`src/rtl/pts_pkg.sv`:
```
package pts_pkg;

   // ------------------------------------------------------------
   // Timing
   // ------------------------------------------------------------
   localparam int unsigned CLK_PERIOD_NS = 50;
   localparam int unsigned DEBOUNCE_US = 10000;
   localparam int unsigned DEBOUNCE_CYC = (DEBOUNCE_US * 1000) / CLK_PERIOD_NS;
   localparam int unsigned BLINK_MS = 250;
   localparam int unsigned BLINK_CYC = (BLINK_MS * 1000000) / CLK_PERIOD_NS;
   localparam int unsigned REV_SHOW_MS = 1000;
   localparam int unsigned REV_SHOW_CYC = (REV_SHOW_MS * 1000000) / CLK_PERIOD_NS;
   localparam int unsigned PHASE_DWELL_CYC = 64;

   // ------------------------------------------------------------
   // Geometry and reset values
   // ------------------------------------------------------------
   localparam int unsigned RAM_AW = 8;
   localparam int unsigned DIGITS = 7;
   localparam logic [7:0] REVISION_CODE = 8'h01;
   localparam logic [15:0] CAL_SIGNATURE = 16'h5a3c;

   // Seven segment codes, bit 7 is decimal point
   localparam logic [7:0] SEG_BLANK = 8'h00;
   localparam logic [7:0] SEG_ALL = 8'hff;
   localparam logic [7:0] SEG_MINUS = 8'h40;
   localparam logic [7:0] SEG_R = 8'h50;
   localparam logic [7:0] SEG_P = 8'h73;
   localparam logic [7:0] SEG_EQ = 8'h48;
   localparam logic [7:0] SEG_0 = 8'h3f;
   localparam logic [7:0] SEG_C = 8'h39;
   localparam logic [7:0] SEG_S = 8'h6d;
   localparam logic [7:0] SEG_DP = 8'h80;
   localparam logic [7:0] SEG_ONE = 8'h06;

   typedef enum logic [1:0] {PH_ZERO, PH_REF, PH_SIG} pts_phase_t;

   typedef struct packed {
      logic [DIGITS-1:0][7:0] digit;
      logic exp_dp;
      logic all_leds;
   } pts_disp_t;

   typedef struct packed {
      logic [RAM_AW-1:0] addr;
      logic we;
      logic [7:0] wdata;
   } pts_ram_req_t;

endpackage : pts_pkg

```
`src/rtl/pts_key_debounce.sv`:
```
`timescale 1ns/1ns
module pts_key_debounce #(
   parameter int unsigned COUNT = pts_pkg::DEBOUNCE_CYC
) (
   input wire logic i_sys_clk,
   input wire logic i_rst_b,
   input wire logic i_key,
   output logic o_level,
   output logic o_press
);
   localparam int unsigned CW = $clog2(COUNT + 1);
   logic [CW-1:0] cnt;
   wire differs = (i_key != o_level);
   wire done = (cnt == CW'(COUNT - 1));

   // RULE14 - stable before accept
   always_ff @(posedge i_sys_clk or negedge i_rst_b)
   begin
      if (!i_rst_b)
      begin
         cnt <= '0;
         o_level <= 1'b0;
         o_press <= 1'b0;
      end
      else
      begin
         o_press <= differs && done && i_key;
         if (!differs)
            cnt <= '0;
         else if (done)
         begin
            cnt <= '0;
            o_level <= i_key;
         end
         else
            cnt <= cnt + CW'(1);
      end
   end
endmodule : pts_key_debounce

```
`src/rtl/pts_selftest_seq.sv`:
```
`timescale 1ns/1ns
// Functional notes
// RULE1 - Power-up RAM test and calibration check
// RULE2 - RAM fault: show r.r., halt forever
// RULE3 - Cal fault: blink exponent points, keep running
// RULE4 - Key held at power-up enters diagnostics
// RULE5 - Key held: all LEDs and segments lit; the top digit shows only minus, one and point
// RULE6 - Key released: show firmware revision
// RULE7 - Each press advances zero, reference, signal, wrap
// RULE8 - Decimal point position shows selected range
// RULE9 - Zero phase: P=0, analog common routed
// RULE10 - Reference phase: P=C, negative reference routed
// RULE11 - Signal phase: P=S, ranging amplifier routed
// RULE12 - Diagnostics persist until power removed
// RULE13 - Normal mode cycles phases continuously
// RULE14 - Debounce key: one advance per press
module pts_selftest_seq #(
   parameter int unsigned DEBOUNCE = pts_pkg::DEBOUNCE_CYC,
   parameter int unsigned BLINK = pts_pkg::BLINK_CYC,
   parameter int unsigned REV_SHOW = pts_pkg::REV_SHOW_CYC,
   parameter int unsigned DWELL = pts_pkg::PHASE_DWELL_CYC,
   parameter logic [7:0] REVISION = pts_pkg::REVISION_CODE
) (
   input wire logic i_sys_clk,
   input wire logic i_rst_b,
   input wire logic i_front_trigger_key,
   input wire logic [2:0] i_range,
   input wire logic [15:0] i_cal_word,
   input wire logic [7:0] i_ram_rdata,
   output pts_pkg::pts_ram_req_t o_ram,
   output pts_pkg::pts_disp_t o_disp,
   output pts_pkg::pts_phase_t o_mux_sel,
   output logic o_normal_run,
   output logic o_ram_fault,
   output logic o_cal_fault,
   output logic o_diag_mode
);
   typedef enum logic [3:0] {
      ST_STRAP, ST_WR, ST_RD, ST_CHK, ST_CAL, ST_RAMFAIL,
      ST_LAMP, ST_REV, ST_DIAG, ST_RUN
   } pts_state_t;

   // ------------------------------------------------------------
   // Helpers
   // ------------------------------------------------------------
   function automatic logic [7:0] pattern(input logic [pts_pkg::RAM_AW-1:0] a, input logic inv);
      pattern = inv ? ~(8'(a) ^ 8'h55) : (8'(a) ^ 8'h55);
   endfunction : pattern

   function automatic logic [7:0] phase_glyph(input pts_pkg::pts_phase_t p);
      case (p)
         pts_pkg::PH_ZERO: phase_glyph = pts_pkg::SEG_0;
         pts_pkg::PH_REF: phase_glyph = pts_pkg::SEG_C;
         pts_pkg::PH_SIG: phase_glyph = pts_pkg::SEG_S;
         default: phase_glyph = pts_pkg::SEG_BLANK;
      endcase
   endfunction : phase_glyph

   function automatic pts_pkg::pts_phase_t phase_next(input pts_pkg::pts_phase_t p);
      case (p)
         pts_pkg::PH_ZERO: phase_next = pts_pkg::PH_REF;
         pts_pkg::PH_REF: phase_next = pts_pkg::PH_SIG;
         default: phase_next = pts_pkg::PH_ZERO;
      endcase
   endfunction : phase_next

   // ------------------------------------------------------------
   // State
   // ------------------------------------------------------------
   localparam int unsigned TW = $clog2(((BLINK > REV_SHOW) ? BLINK : REV_SHOW) + 1);
   pts_state_t state;
   pts_state_t next_state;
   logic [pts_pkg::RAM_AW-1:0] addr;
   logic pass_inv;
   logic [TW-1:0] timer;
   logic [TW-1:0] blink_cnt;
   logic blink;
   logic cal_bad;
   pts_pkg::pts_phase_t phase;
   logic key_level;
   logic key_press;

   pts_key_debounce #(.COUNT(DEBOUNCE)) u_key (
      .i_sys_clk(i_sys_clk),
      .i_rst_b(i_rst_b),
      .i_key(i_front_trigger_key),
      .o_level(key_level),
      .o_press(key_press)
   );

   // ------------------------------------------------------------
   // Sequencing
   // ------------------------------------------------------------
   wire addr_last = (addr == {pts_pkg::RAM_AW{1'b1}});
   wire rd_mismatch = (i_ram_rdata != pattern(addr, pass_inv));
   wire rev_done = (timer == TW'(REV_SHOW - 1));
   wire dwell_done = (timer == TW'(DWELL - 1));
   wire blink_wrap = (blink_cnt == TW'(BLINK - 1));
   wire [pts_pkg::DIGITS-1:0] dp_mask = pts_pkg::DIGITS'(1) << i_range;

   always_comb
   begin
      next_state = state;
      case (state)
         // RULE4 - sample key at power-up
         ST_STRAP: next_state = i_front_trigger_key ? ST_LAMP : ST_WR;
         // RULE1 - RAM write/read test
         ST_WR: next_state = addr_last ? ST_RD : ST_WR;
         ST_RD: next_state = ST_CHK;
         ST_CHK:
         begin
            if (rd_mismatch)
               next_state = ST_RAMFAIL;
            else if (addr_last)
               next_state = pass_inv ? ST_CAL : ST_WR;
            else
               next_state = ST_RD;
         end
         ST_CAL: next_state = ST_RUN;
         // RULE2 - no exit from fault
         ST_RAMFAIL: next_state = ST_RAMFAIL;
         // RULE5 - lamp test while held
         // Raw key bridges the debounce lag after power-up
         ST_LAMP: next_state = (key_level || i_front_trigger_key) ? ST_LAMP : ST_REV;
         // RULE6 - revision shown after release
         ST_REV: next_state = rev_done ? ST_DIAG : ST_REV;
         // RULE12 - diagnostics until power off
         ST_DIAG: next_state = ST_DIAG;
         ST_RUN: next_state = ST_RUN;
         default: next_state = ST_STRAP;
      endcase
   end

   always_ff @(posedge i_sys_clk or negedge i_rst_b)
   begin
      if (!i_rst_b)
      begin
         state <= ST_STRAP;
         addr <= '0;
         pass_inv <= 1'b0;
         timer <= '0;
      end
      else
      begin
         state <= next_state;
         if (state == ST_WR || state == ST_CHK)
            addr <= addr + pts_pkg::RAM_AW'(1);
         if (state == ST_CHK && addr_last)
            pass_inv <= 1'b1;
         if (state != next_state || (state == ST_RUN && dwell_done))
            timer <= '0;
         else
            timer <= timer + TW'(1);
      end
   end

   // RULE3 - cal signature check, blink timer
   always_ff @(posedge i_sys_clk or negedge i_rst_b)
   begin
      if (!i_rst_b)
      begin
         cal_bad <= 1'b0;
         blink_cnt <= '0;
         blink <= 1'b0;
      end
      else
      begin
         if (state == ST_CAL)
            cal_bad <= (i_cal_word != pts_pkg::CAL_SIGNATURE);
         blink_cnt <= blink_wrap ? '0 : blink_cnt + TW'(1);
         if (blink_wrap)
            blink <= ~blink;
      end
   end

   // RULE7 - advance on debounced press
   // RULE13 - free-running phase cycle
   always_ff @(posedge i_sys_clk or negedge i_rst_b)
   begin
      if (!i_rst_b)
         phase <= pts_pkg::PH_ZERO;
      else if ((state == ST_DIAG && key_press) || (state == ST_RUN && dwell_done))
         phase <= phase_next(phase);
   end

   // ------------------------------------------------------------
   // Outputs
   // ------------------------------------------------------------
   pts_pkg::pts_disp_t next_disp;
   always_comb
   begin
      next_disp = '0;
      case (state)
         ST_RAMFAIL:
         begin
            next_disp.digit[1] = pts_pkg::SEG_R | pts_pkg::SEG_DP;
            next_disp.digit[0] = pts_pkg::SEG_R | pts_pkg::SEG_DP;
         end
         ST_LAMP:
         begin
            next_disp.all_leds = 1'b1;
            next_disp.exp_dp = 1'b1;
            for (int i = 0; i < pts_pkg::DIGITS - 1; i++)
               next_disp.digit[i] = pts_pkg::SEG_ALL;
            next_disp.digit[pts_pkg::DIGITS-1] = pts_pkg::SEG_MINUS | pts_pkg::SEG_ONE | pts_pkg::SEG_DP;
         end
         ST_REV:
         begin
            next_disp.digit[1] = {1'b0, REVISION[6:0]};
            next_disp.digit[0] = {1'b0, 7'(REVISION[7])};
         end
         // RULE9 - zero phase message
         // RULE10 - reference phase message
         // RULE11 - signal phase message
         // RULE8 - range on decimal point
         ST_DIAG:
         begin
            next_disp.digit[2] = pts_pkg::SEG_P;
            next_disp.digit[1] = pts_pkg::SEG_EQ;
            next_disp.digit[0] = phase_glyph(phase);
            for (int i = 0; i < pts_pkg::DIGITS; i++)
               if (dp_mask[i])
                  next_disp.digit[i] = next_disp.digit[i] | pts_pkg::SEG_DP;
         end
         // RULE3 - blink points on cal fault
         ST_RUN: next_disp.exp_dp = cal_bad & blink;
         default: next_disp = '0;
      endcase
   end

   // Mux follows phase only once a phase is owned, common otherwise
   wire mux_live = (state == ST_DIAG) || (state == ST_RUN);

   always_ff @(posedge i_sys_clk or negedge i_rst_b)
   begin
      if (!i_rst_b)
      begin
         o_disp <= '0;
         o_mux_sel <= pts_pkg::PH_ZERO;
         o_ram <= '0;
         o_normal_run <= 1'b0;
         o_ram_fault <= 1'b0;
         o_cal_fault <= 1'b0;
         o_diag_mode <= 1'b0;
      end
      else
      begin
         o_disp <= next_disp;
         o_mux_sel <= mux_live ? phase : pts_pkg::PH_ZERO;
         o_ram.addr <= addr;
         o_ram.we <= (state == ST_WR);
         o_ram.wdata <= pattern(addr, pass_inv);
         o_normal_run <= (state == ST_RUN);
         o_ram_fault <= (state == ST_RAMFAIL);
         o_cal_fault <= cal_bad;
         o_diag_mode <= (state == ST_DIAG);
      end
   end
endmodule : pts_selftest_seq

```
`config.mk`:
```
export PLATFORM = sky130hd
export DESIGN_NAME = pts_selftest_seq
export DESIGN_NICKNAME = d
export VERILOG_FILES = /design/src/rtl/pts_pkg.sv /design/src/rtl/pts_key_debounce.sv /design/src/rtl/pts_selftest_seq.sv
export SDC_FILE = /design/constraint.sdc
export NUM_CORES = 1
export LEC_CHECK = 0
export BUFFER_PORTS_ARGS = -buffer_cell sky130_fd_sc_hd__buf_4
export CORE_ASPECT_RATIO = 0.7
export CORE_UTILIZATION = 40
export CTS_CLUSTER_DIAMETER = 30
export DETAILED_ROUTE_END_ITERATION = 12
export HOLD_SLACK_MARGIN = 0.12
export PLACE_DENSITY = 0.67
export SYNTH_ARGS = -nofsm -noshare
export SYNTH_HDL_FRONTEND = slang
export SYNTH_SLANG_ARGS = --single-unit
```
`constraint.sdc`:
```
create_clock -name i_sys_clk -period 6.1 [get_ports i_sys_clk]
set_clock_uncertainty 0.05 [all_clocks]
set_input_delay 0.61 -clock i_sys_clk [delete_from_list [all_inputs] [get_ports i_sys_clk]]
set_output_delay 0.61 -clock i_sys_clk [all_outputs]
set_load 0.05 [all_outputs]
```
* After elaboration in Yosys (flattened, before gate mapping)
Cells that the tools add are included.
** Word-level totals
- Flip-flop bits (word level) :: 168
- Bits in latches :: 0
- Output and inout bits :: 81
- RAM bits :: 0
- Logic and storage cells :: 98
- ROM bits :: 0
- Memories :: 0
- Bits of input ports :: 30
** Operators by class
- Divide/modulo/power cells :: 0
- Muxes and demuxes :: 27
- Reductions and logical operators :: 14
- Add/subtract/negate cells :: 4
- Shift-type cells :: 1
- Magnitude comparators :: 0
- Bitwise logic cells :: 4
- Equality and inequality tests :: 20
- Multipliers :: 0
** Operators by type and width (number)
- 40-bit one-hot mux with 2 select lines :: 1
- 8-bit 2-to-1 mux :: 8
- 16-bit one-hot mux with 4 select lines :: 1
- 25-bit by 1-bit adder with 25-bit output, second input constant :: 2
- 25-bit 2-to-1 mux :: 2
- 18-bit 2-to-1 mux :: 2
- 4-bit one-hot mux with 9 select lines :: 1
- 25-bit by 23-bit equality test with 1-bit output, second input constant :: 1
- 25-bit equality test, second input constant :: 1
- 25-bit by 6-bit equality test with 1-bit output, second input constant :: 1
- 7-bit one-hot mux with 3 select lines :: 1
- 18-bit by 1-bit adder with 18-bit output, second input constant :: 1
- 18-bit equality test, second input constant :: 1
- 4-bit by 3-bit equality test with 1-bit output, second input constant :: 4
- 16-bit by 15-bit != test with 1-bit output, second input constant :: 1
- 3-bit 2-to-1 mux :: 4
- 8-bit by 1-bit adder with 8-bit output, second input constant :: 1
- 4-bit by 2-bit equality test with 1-bit output, second input constant :: 2
- 4-bit equality test, second input constant :: 2
- 8-bit equality test, second input constant :: 1
- 8-bit != test :: 1
- 8-bit inverter :: 1
- 1-bit by 3-bit left shift with 7-bit output, first input constant :: 1
- 1-bit logical AND :: 5
- 18 further kinds :: 24

* Longest topological paths before layout
Gate-level depths: netlist of run 1.
- Word-level depth :: 9
- Mapped depth :: 10
- Gate-level depth less buffers :: 8

* By module
From an unflattened synthesis of run 1, not the netlist that was laid out.
** Unflattened totals
- Cells, all modules :: 630
- Area, all modules :: 6396.1 um2
** By module, submodules not included
- pts_selftest_seq :: instances 1, area an instance 5391.4 um2, seq. area each 2752.6 um2, cells each 529
- pts_key_debounce :: instances 1, area an instance 1004.7 um2, seq. area each 500.5 um2, cells each 101

* Worst setup path after synthesis of run 1
OpenSTA, ideal clock, no wires.
- Path type :: in2reg
- From :: in i_front_trigger_key
- To :: reg timer[16]
- Buffers on the path :: 1
- Stages :: 9
- Required time :: 5.927 ns
- Arrival :: 2.066 ns
- Path slack :: 3.861 ns
- Setup time :: 0.123 ns
- Cell sequence :: inv_1 ha_1 and3b_1 o31a_1 o21ai_0 a2111o_1 nor2_4 buf_4 nor3_2
** Between the ends
- Longest elaborated chain between the ends :: 6
- Elaborated cells on any way between the ends :: 7
- Classes of those cells :: 1 x eq/ne; 4 x mux; 2 x reduce/logical
** Ends and longest elaborated chain
- from (decl) :: line pts_selftest_seq.sv:26 : input wire logic i_front_trigger_key,
- 1-bit logical OR :: line pts_selftest_seq.sv:124 : ST_LAMP: next_state = (key_level || i_front_trigger_key) ? ST_LAMP : ST_REV;
- 1-bit 2-to-1 mux :: line pts_selftest_seq.sv:124
- 4-bit one-hot mux with 9 select lines * :: line pts_selftest_seq.sv:104 : case (state)
- 4-bit != test * :: line pts_selftest_seq.sv:150 : if (state != next_state || (state == ST_RUN && dwell_done))
- 1-bit logical OR * :: line pts_selftest_seq.sv:150
- 25-bit 2-to-1 mux * :: line pts_selftest_seq.sv:150
- to (signal assigned) :: line pts_selftest_seq.sv:153 : timer <= timer + TW'(1);
- to (decl) :: line pts_selftest_seq.sv:75 : logic [TW-1:0] timer;
Every way passes the cells marked *; elsewhere a longest branch is shown, timed or not.
A chain may end at the register's enable or synchronous reset.

* Worst setup path in the final report of run 1
- From :: reg timer[0]
- To :: reg timer[2]
** Between the ends
- Longest elaborated chain between the ends :: 6
- Elaborated cells on any way between the ends :: 9
- Classes of those cells :: 1 x add/sub; 3 x eq/ne; 3 x mux; 2 x reduce/logical
** Ends and longest elaborated chain
- 25-bit equality test :: line pts_selftest_seq.sv:96 : wire rev_done = (timer == TW'(REV_SHOW - 1));
- 4-bit 2-to-1 mux :: line pts_selftest_seq.sv:126 : ST_REV: next_state = rev_done ? ST_DIAG : ST_REV;
- 4-bit one-hot mux with 9 select lines :: line pts_selftest_seq.sv:104
- 4-bit != test :: line pts_selftest_seq.sv:150
- 1-bit logical OR :: line pts_selftest_seq.sv:150
- 25-bit 2-to-1 mux * :: line pts_selftest_seq.sv:150
Marked as above.

==> results of run 1 <==
## cells in the mapped netlist, drive strengths merged, types with 4 or more instances
| cell | n |
|---|---|
| and3 | 15 |
| nor4 | 7 |
| nor3 | 41 |
| nand4 | 21 |
| buf | 48 |
| o31ai | 4 |
| dfrtp | 130 |
| nor2b | 4 |
| xnor2 | 40 |
| nand2b | 10 |
| o21ai | 13 |
| and2 | 6 |
| nor4bb | 4 |
| or4 | 4 |
| nand2 | 42 |
| ha | 5 |
| inv | 15 |
| and4 | 4 |
| nand3 | 31 |
| nor2 | 62 |
| xor2 | 46 |
| clkbuf | 8 |
## metrics by stage
| step | cell area (um2) | total power, mW | std cells |
|---|---|---|---|
| finish | 7600 | 1.98 | 878 |
| global route | 7600 | 2.06 | 878 |
| CTS | 7600 | 2.01 | 878 |
| detailed placement | 6980 | 0.933 | 847 |
| global placement | 6980 | 0.931 | 847 |
| floorplan | 6310 | 0.899 | 600 |
## worst paths after layout
kind | start | end | cells after the start
worst max-delay path | timer[0]$_DFF_PN0_ | timer[2]$_DFF_PN0_ | 7
worst min register to register | cal_bad$_DFFE_PN0P_ | o_cal_fault$_DFF_PN0_ | 0
worst min-delay path | i_rst_b | o_ram[13]$_DFF_PN0_ | 1
worst max register to register | timer[0]$_DFF_PN0_ | timer[2]$_DFF_PN0_ | 7
max in group asynchronous | i_rst_b | phase[1]$_DFFE_PN0P_ | 2
min in group i_sys_clk | cal_bad$_DFFE_PN0P_ | o_cal_fault$_DFF_PN0_ | 0
## area by class of cell
class,instances,share of cell area (%)
multi-input combinational,399,34.3
inverter,15,0.741
timing repair buffer,108,10.7
sequential,130,42.8
clock inverter,12,2.42
tap,195,3.21
clock buffer,19,5.83
## power by group
part           switching, mW  internal, mW  total (mW)  leakage, nW
logic                 0.0325        0.0177      0.0502         1.64
clock network          0.374         0.694        1.07        0.287
registers            0.00157         0.864       0.866         1.73
## sequential cells by signal, indices dropped and copies added (netlist names)
register / count
state: 4
o_ram_fault: 1
phase: 2
u_key.cnt: 18
o_cal_fault: 1
pass_inv: 1
u_key.o_level: 1
blink_cnt: 25
u_key.o_press: 1
blink: 1
o_diag_mode: 1
o_disp: 20
o_normal_run: 1
cal_bad: 1
addr: 8
o_ram: 17
timer: 25
o_mux_sel: 2
## logic make-up after synthesis
group           count (synthesis)
compound gates                 36
xor+xnor                       86
fa+ha+maj                       5
buf+inv                        71
flops                         130
mux                             3
other cells                     1
simple gates                  265
## routing by layer
metal	track usage [%]	routed length, um	up-vias
met2	26.5	6140	139
met3	5.50	812	21
met5	0	12	-
met1	23.2	6110	2179
met4	5.03	173	2
li1	-	-	2157
==> results_dict.tcl, run 1 <==
set metrics [dict create \
    cp_slowest_cell "nor2_4" \
    setup_slack_ns 3.31 \
    cts_tree "yes" \
    grt_max_degree 79 \
    cp_cell_sequence "ha_1, nor3b_1, nand4_1, o21ai_0, nand3_1, nor2_4, nor3_1" \
    holdWs_ns 0.187 \
    violations "DRC" \
    hold_path.class "input pin to asynchronous set/reset pin" \
    critical-path-max-stage-delay_ns 0.72 \
    synth_top_family_by_area "simple AND/OR/NAND/NOR gates" \
    layout_commonest_cell "dfrtp_1" \
    final_cell_mix "130 x dfrtp_1, 108 x buf_4, 61 x nor2_1" \
    rows 37 \
    cts.path.max_buffers 2 \
    synth_top_cell_area_share_pct 51.6 \
    syn_area_um2 6300 \
    dieArea_um2 16300 \
    synth_fa_ha_area_share_pct 0.993 \
    grt.total_usage_pct 17.2 \
    max_slew_margin_pct 35.5 \
    synth_simple_gate_area_share_pct 23.7 \
    drc_errors 19 \
    post-synth-top-area-cell "dfrtp_1" \
    io_buffers 106 \
    grt_overflow 0 \
    cts.sinks 130 \
    start_util_pct 41.9 \
    hold_buffers 0 \
    pre_cts_slack_ns 3.22 \
    die_x_um 152 \
    period_minus_slack_ns 2.79 \
    cts_resized 0 \
    start_kind "register" \
    syn_inst 597 \
    n_fill_cell 1297 \
    drive_gt1_share_pct 24.9 \
    worst_pin_slew_ns 0.965 \
    postCtsSetupRepairBufs 0 \
    cap_violations 0 \
    setup_viol 0 \
    worstPathArrival_ns 3.00 \
    final_max_slew_viol_count 0 \
    cts_buffers 17 \
    area_growth_pct 20.6 \
    power.leakage_nw 3.66 \
    synth_compound_area_share_pct 4.07 \
    synth_cell_types 55 \
    seq_area_um2 3250 \
    ir_drop_mv 0.182 \
    ys.flop_type "dfrtp_1" \
    ys_async_sr_fraction_pct 100 \
    status "finished, violations left" \
    cp_num_buf_inv 0 \
    cp_max_fo 25 \
    antenna_left 0 \
    routed_wl_mm 13.3 \
    cts-root-buf "clkbuf_16" \
    crit_type "register to register" \
    syn_avg_cell_area_um2 10.6 \
    synth_edf_count 0 \
    fp.coreArea_um2 15000 \
    wl_per_cell_um 15.1 \
    clk_pin_slew_ns 0.06 \
    cp.required_ns 6.30 \
    cp-end-kind "register" \
    htreeDepth 4 \
    die_h_um 107 \
    ys.warnings.count 0 \
    vias 4498 \
    pin_count 111 \
    fin_util_pct 50.5 \
    hpwlAfterDp_mm 9.23 \
    dr.pass1.iters 9 \
    critPathTopFamily "simple AND/OR/NAND/NOR gates" \
    clock.fmax_mhz 358 \
    finalNetCount 706 \
    clock_latency_ns 0.41 \
    grt_pass1_wl_mm 22.2 \
    post-route-period-util_pct 45.7 \
    ys_seq_area_share_pct 51.6 \
    synth-xor-area-share_pct 12.0 \
    gp_congestion 0.860 \
    synth_area_leaders "dfrtp_1 52%, xor2_1 6.4%, xnor2_1 5.6%" \
    drt_iter0_markers 314 \
    ys_ff_latch 130 \
    grt_pass1_vias 4444 \
    rsz0062_at_grt "no" \
    rrSetupSlack_ns 3.31 \
    multi_input_area_um2 2610 \
    setup_tns_ns 0 \
    n_antenna_cell 0 \
    p_per_area_nw_per_um2 261 \
    via_per_inst 5.12 \
    hold_violations 0 \
    synth.area.mux_share_pct 0.516 \
    antenna_found_initial 1 \
]
(Power assumes the default switching activity.)
==> inputs of run 2 (changes only) <==
Clock period 6.1 ns to 2.85 ns, I/O delays scaled along.
==> results_dict.tcl, run 2 (synthesis gave the netlist of run 1 again) <==
set metrics [dict create \
    reg2regPathDepth 6 \
    whs_path_depth 5 \
    cap_violations 0 \
    grt_pass1_vias 4416 \
    setup_tns_ns 0 \
    cts_tree "yes" \
    ir_drop_mv 0.341 \
    p_per_area_nw_per_um2 567 \
    hold_path.class "input pin to register" \
    power.leakage_nw 3.76 \
    start_util_pct 41.9 \
    die_x_um 152 \
    grt.total_usage_pct 17.1 \
    hpwlAfterDp_mm 9.16 \
    wl_per_cell_um 14.6 \
    cp_cell_sequence "nor2_1, nand2_1, inv_1, nand2_1, o31ai_1, dlygate4sd3_1" \
    post-route-period-util_pct 89.5 \
    max_slew_margin_pct 51.9 \
    cpMostUsedCell "nand2_1" \
    cp_num_buf_inv 2 \
    clock_latency_ns 0.41 \
    rows 37 \
    grt_pass1_wl_mm 22.1 \
    dieArea_um2 16300 \
    seq_area_um2 3250 \
    critPathTopFamily "buffers and inverters" \
    antenna_left 0 \
    start_kind "register" \
    worst_pin_slew_ns 0.721 \
    cp_max_fo 13 \
    critical-path-max-stage-delay_ns 0.58 \
    cp_slowest_cell "dlygate4sd3_1" \
    area_growth_pct 23.0 \
    period_minus_slack_ns 2.55 \
    final_cell_mix "130 x dfrtp_1, 112 x buf_4, 61 x nor2_1" \
    cp-end-kind "register" \
    clk_pin_slew_ns 0.06 \
    largestRegisters "blink_cnt (25), timer (25), o_disp (20)" \
    grt_max_degree 61 \
    pin_count 111 \
    status "finished, violations left" \
    drive_gt1_share_pct 25.5 \
    rsz0062_at_grt "no" \
    dr.pass1.iters 9 \
    violations "DRC" \
    antenna_found_initial 0 \
    crit_type "register to register" \
    critical_path_depth 6 \
    postCtsSetupRepairBufs 0 \
    p_sw_uw 875 \
    cts-root-buf "clkbuf_16" \
    n_antenna_cell 0 \
    n_fill_cell 1268 \
    drc_errors 20 \
    cp.required_ns 3.15 \
    p_int_mw 3.52 \
    multi_input_area_um2 2610 \
    setup_viol 0 \
    drt_iter0_markers 314 \
    layout_commonest_cell "dfrtp_1" \
    routed_wl_mm 13.0 \
    grt_overflow 0 \
    hold_violations 0 \
    die_h_um 107 \
    comb_power_share_pct 2.6 \
    worstPathArrival_ns 2.85 \
    fp.coreArea_um2 15000 \
    final_max_slew_viol_count 0 \
    clock.fmax_mhz 392 \
    cts.sinks 130 \
    cts_buffers 17 \
    p_clk_share_pct 55.2 \
    via_per_inst 5.08 \
    finalNetCount 717 \
    p_seq_share_pct 42.2 \
    htreeDepth 4 \
    switching_share_pct 19.9 \
    gp_congestion 0.831 \
    cts.path.max_buffers 2 \
    vias 4520 \
    fin_util_pct 51.5 \
    io_buffers 106 \
]
-- run 2: worst paths after layout --
check,to,start,slack (ns)
min in group asynchronous,o_ram[0]$_DFF_PN0_,i_rst_b,0.39
max,o_disp[25]$_DFF_PN0_,state[0]$_DFF_PN0_,0.30
min reg2reg,o_cal_fault$_DFF_PN0_,cal_bad$_DFFE_PN0P_,0.37
max in group asynchronous,u_key.cnt[14]$_DFF_PN0_,i_rst_b,1.62
min,cal_bad$_DFFE_PN0P_,i_cal_word[8],0.26
max reg2reg,o_disp[25]$_DFF_PN0_,state[0]$_DFF_PN0_,0.30
-- run 2: power by group through the flow --
stage / Combinational [mW] / Sequential (mW) / Clock (mW)
2_1_floorplan: 0.0384 / 1.89 / 0
3_3_place_gp: 0.111 / 1.89 / 0
3_5_place_dp: 0.113 / 1.89 / 0
4_1_cts: 0.119 / 1.85 / 2.47
5_1_grt: 0.132 / 1.85 / 2.56
6_report: 0.116 / 1.85 / 2.43
-- run 2: tightest hold or removal path: cells and delay by family --
| kind | cells | cell delay [ns] |
|---|---|---|
| AND/OR/NAND/NOR | 3 | 0.15 |
| buffers and inverters | 1 | 0.07 |
| AO/OA/AOI/OAI | 1 | 0.16 |
-- run 2: timing repair --
action | in CTS | in global routing
gates resized for setup | 0 | 0
hold buffers | 6 | 0
hold endpoints to repair | 54 | 0
-- run 2: per-layer routing --
layer  GRT usage [%]  routed length (um)  vias to the layer above
li1                -                   -                     2173
met1            23.8                6200                     2216
met2            25.6                5950                      122
met3            5.42                 746                        9
met4            4.88                 114                        0
met5               0                   0                        -
-- run 2: layout make-up --
| type | instances | area share [%] |
|---|---|---|
| clock buffers | 20 | 6.02 |
| clock inverters | 12 | 2.61 |
| flip-flops and latches | 130 | 41.9 |
| multi-input cells | 399 | 33.7 |
| inverters | 15 | 0.726 |
| repair buffers | 119 | 11.9 |
| well taps | 195 | 3.15 |
-- run 2: per-stage QoR --
step / area, um2 / total power [mW] / setup WS (ns) / instances / hold slack, ns
after CTS: 7750 / 4.44 / 0.354 / 890 / 0.253
after floorplan: 6310 / 1.92 / 0.730 / 600 / -0.0606
after global placement: 7030 / 2.00 / 0.521 / 852 / 0.293
after detailed placement: 7030 / 2.00 / 0.429 / 852 / 0.293
final: 7750 / 4.40 / 0.299 / 890 / 0.258
after global routing: 7750 / 4.55 / 0.112 / 890 / 0.299
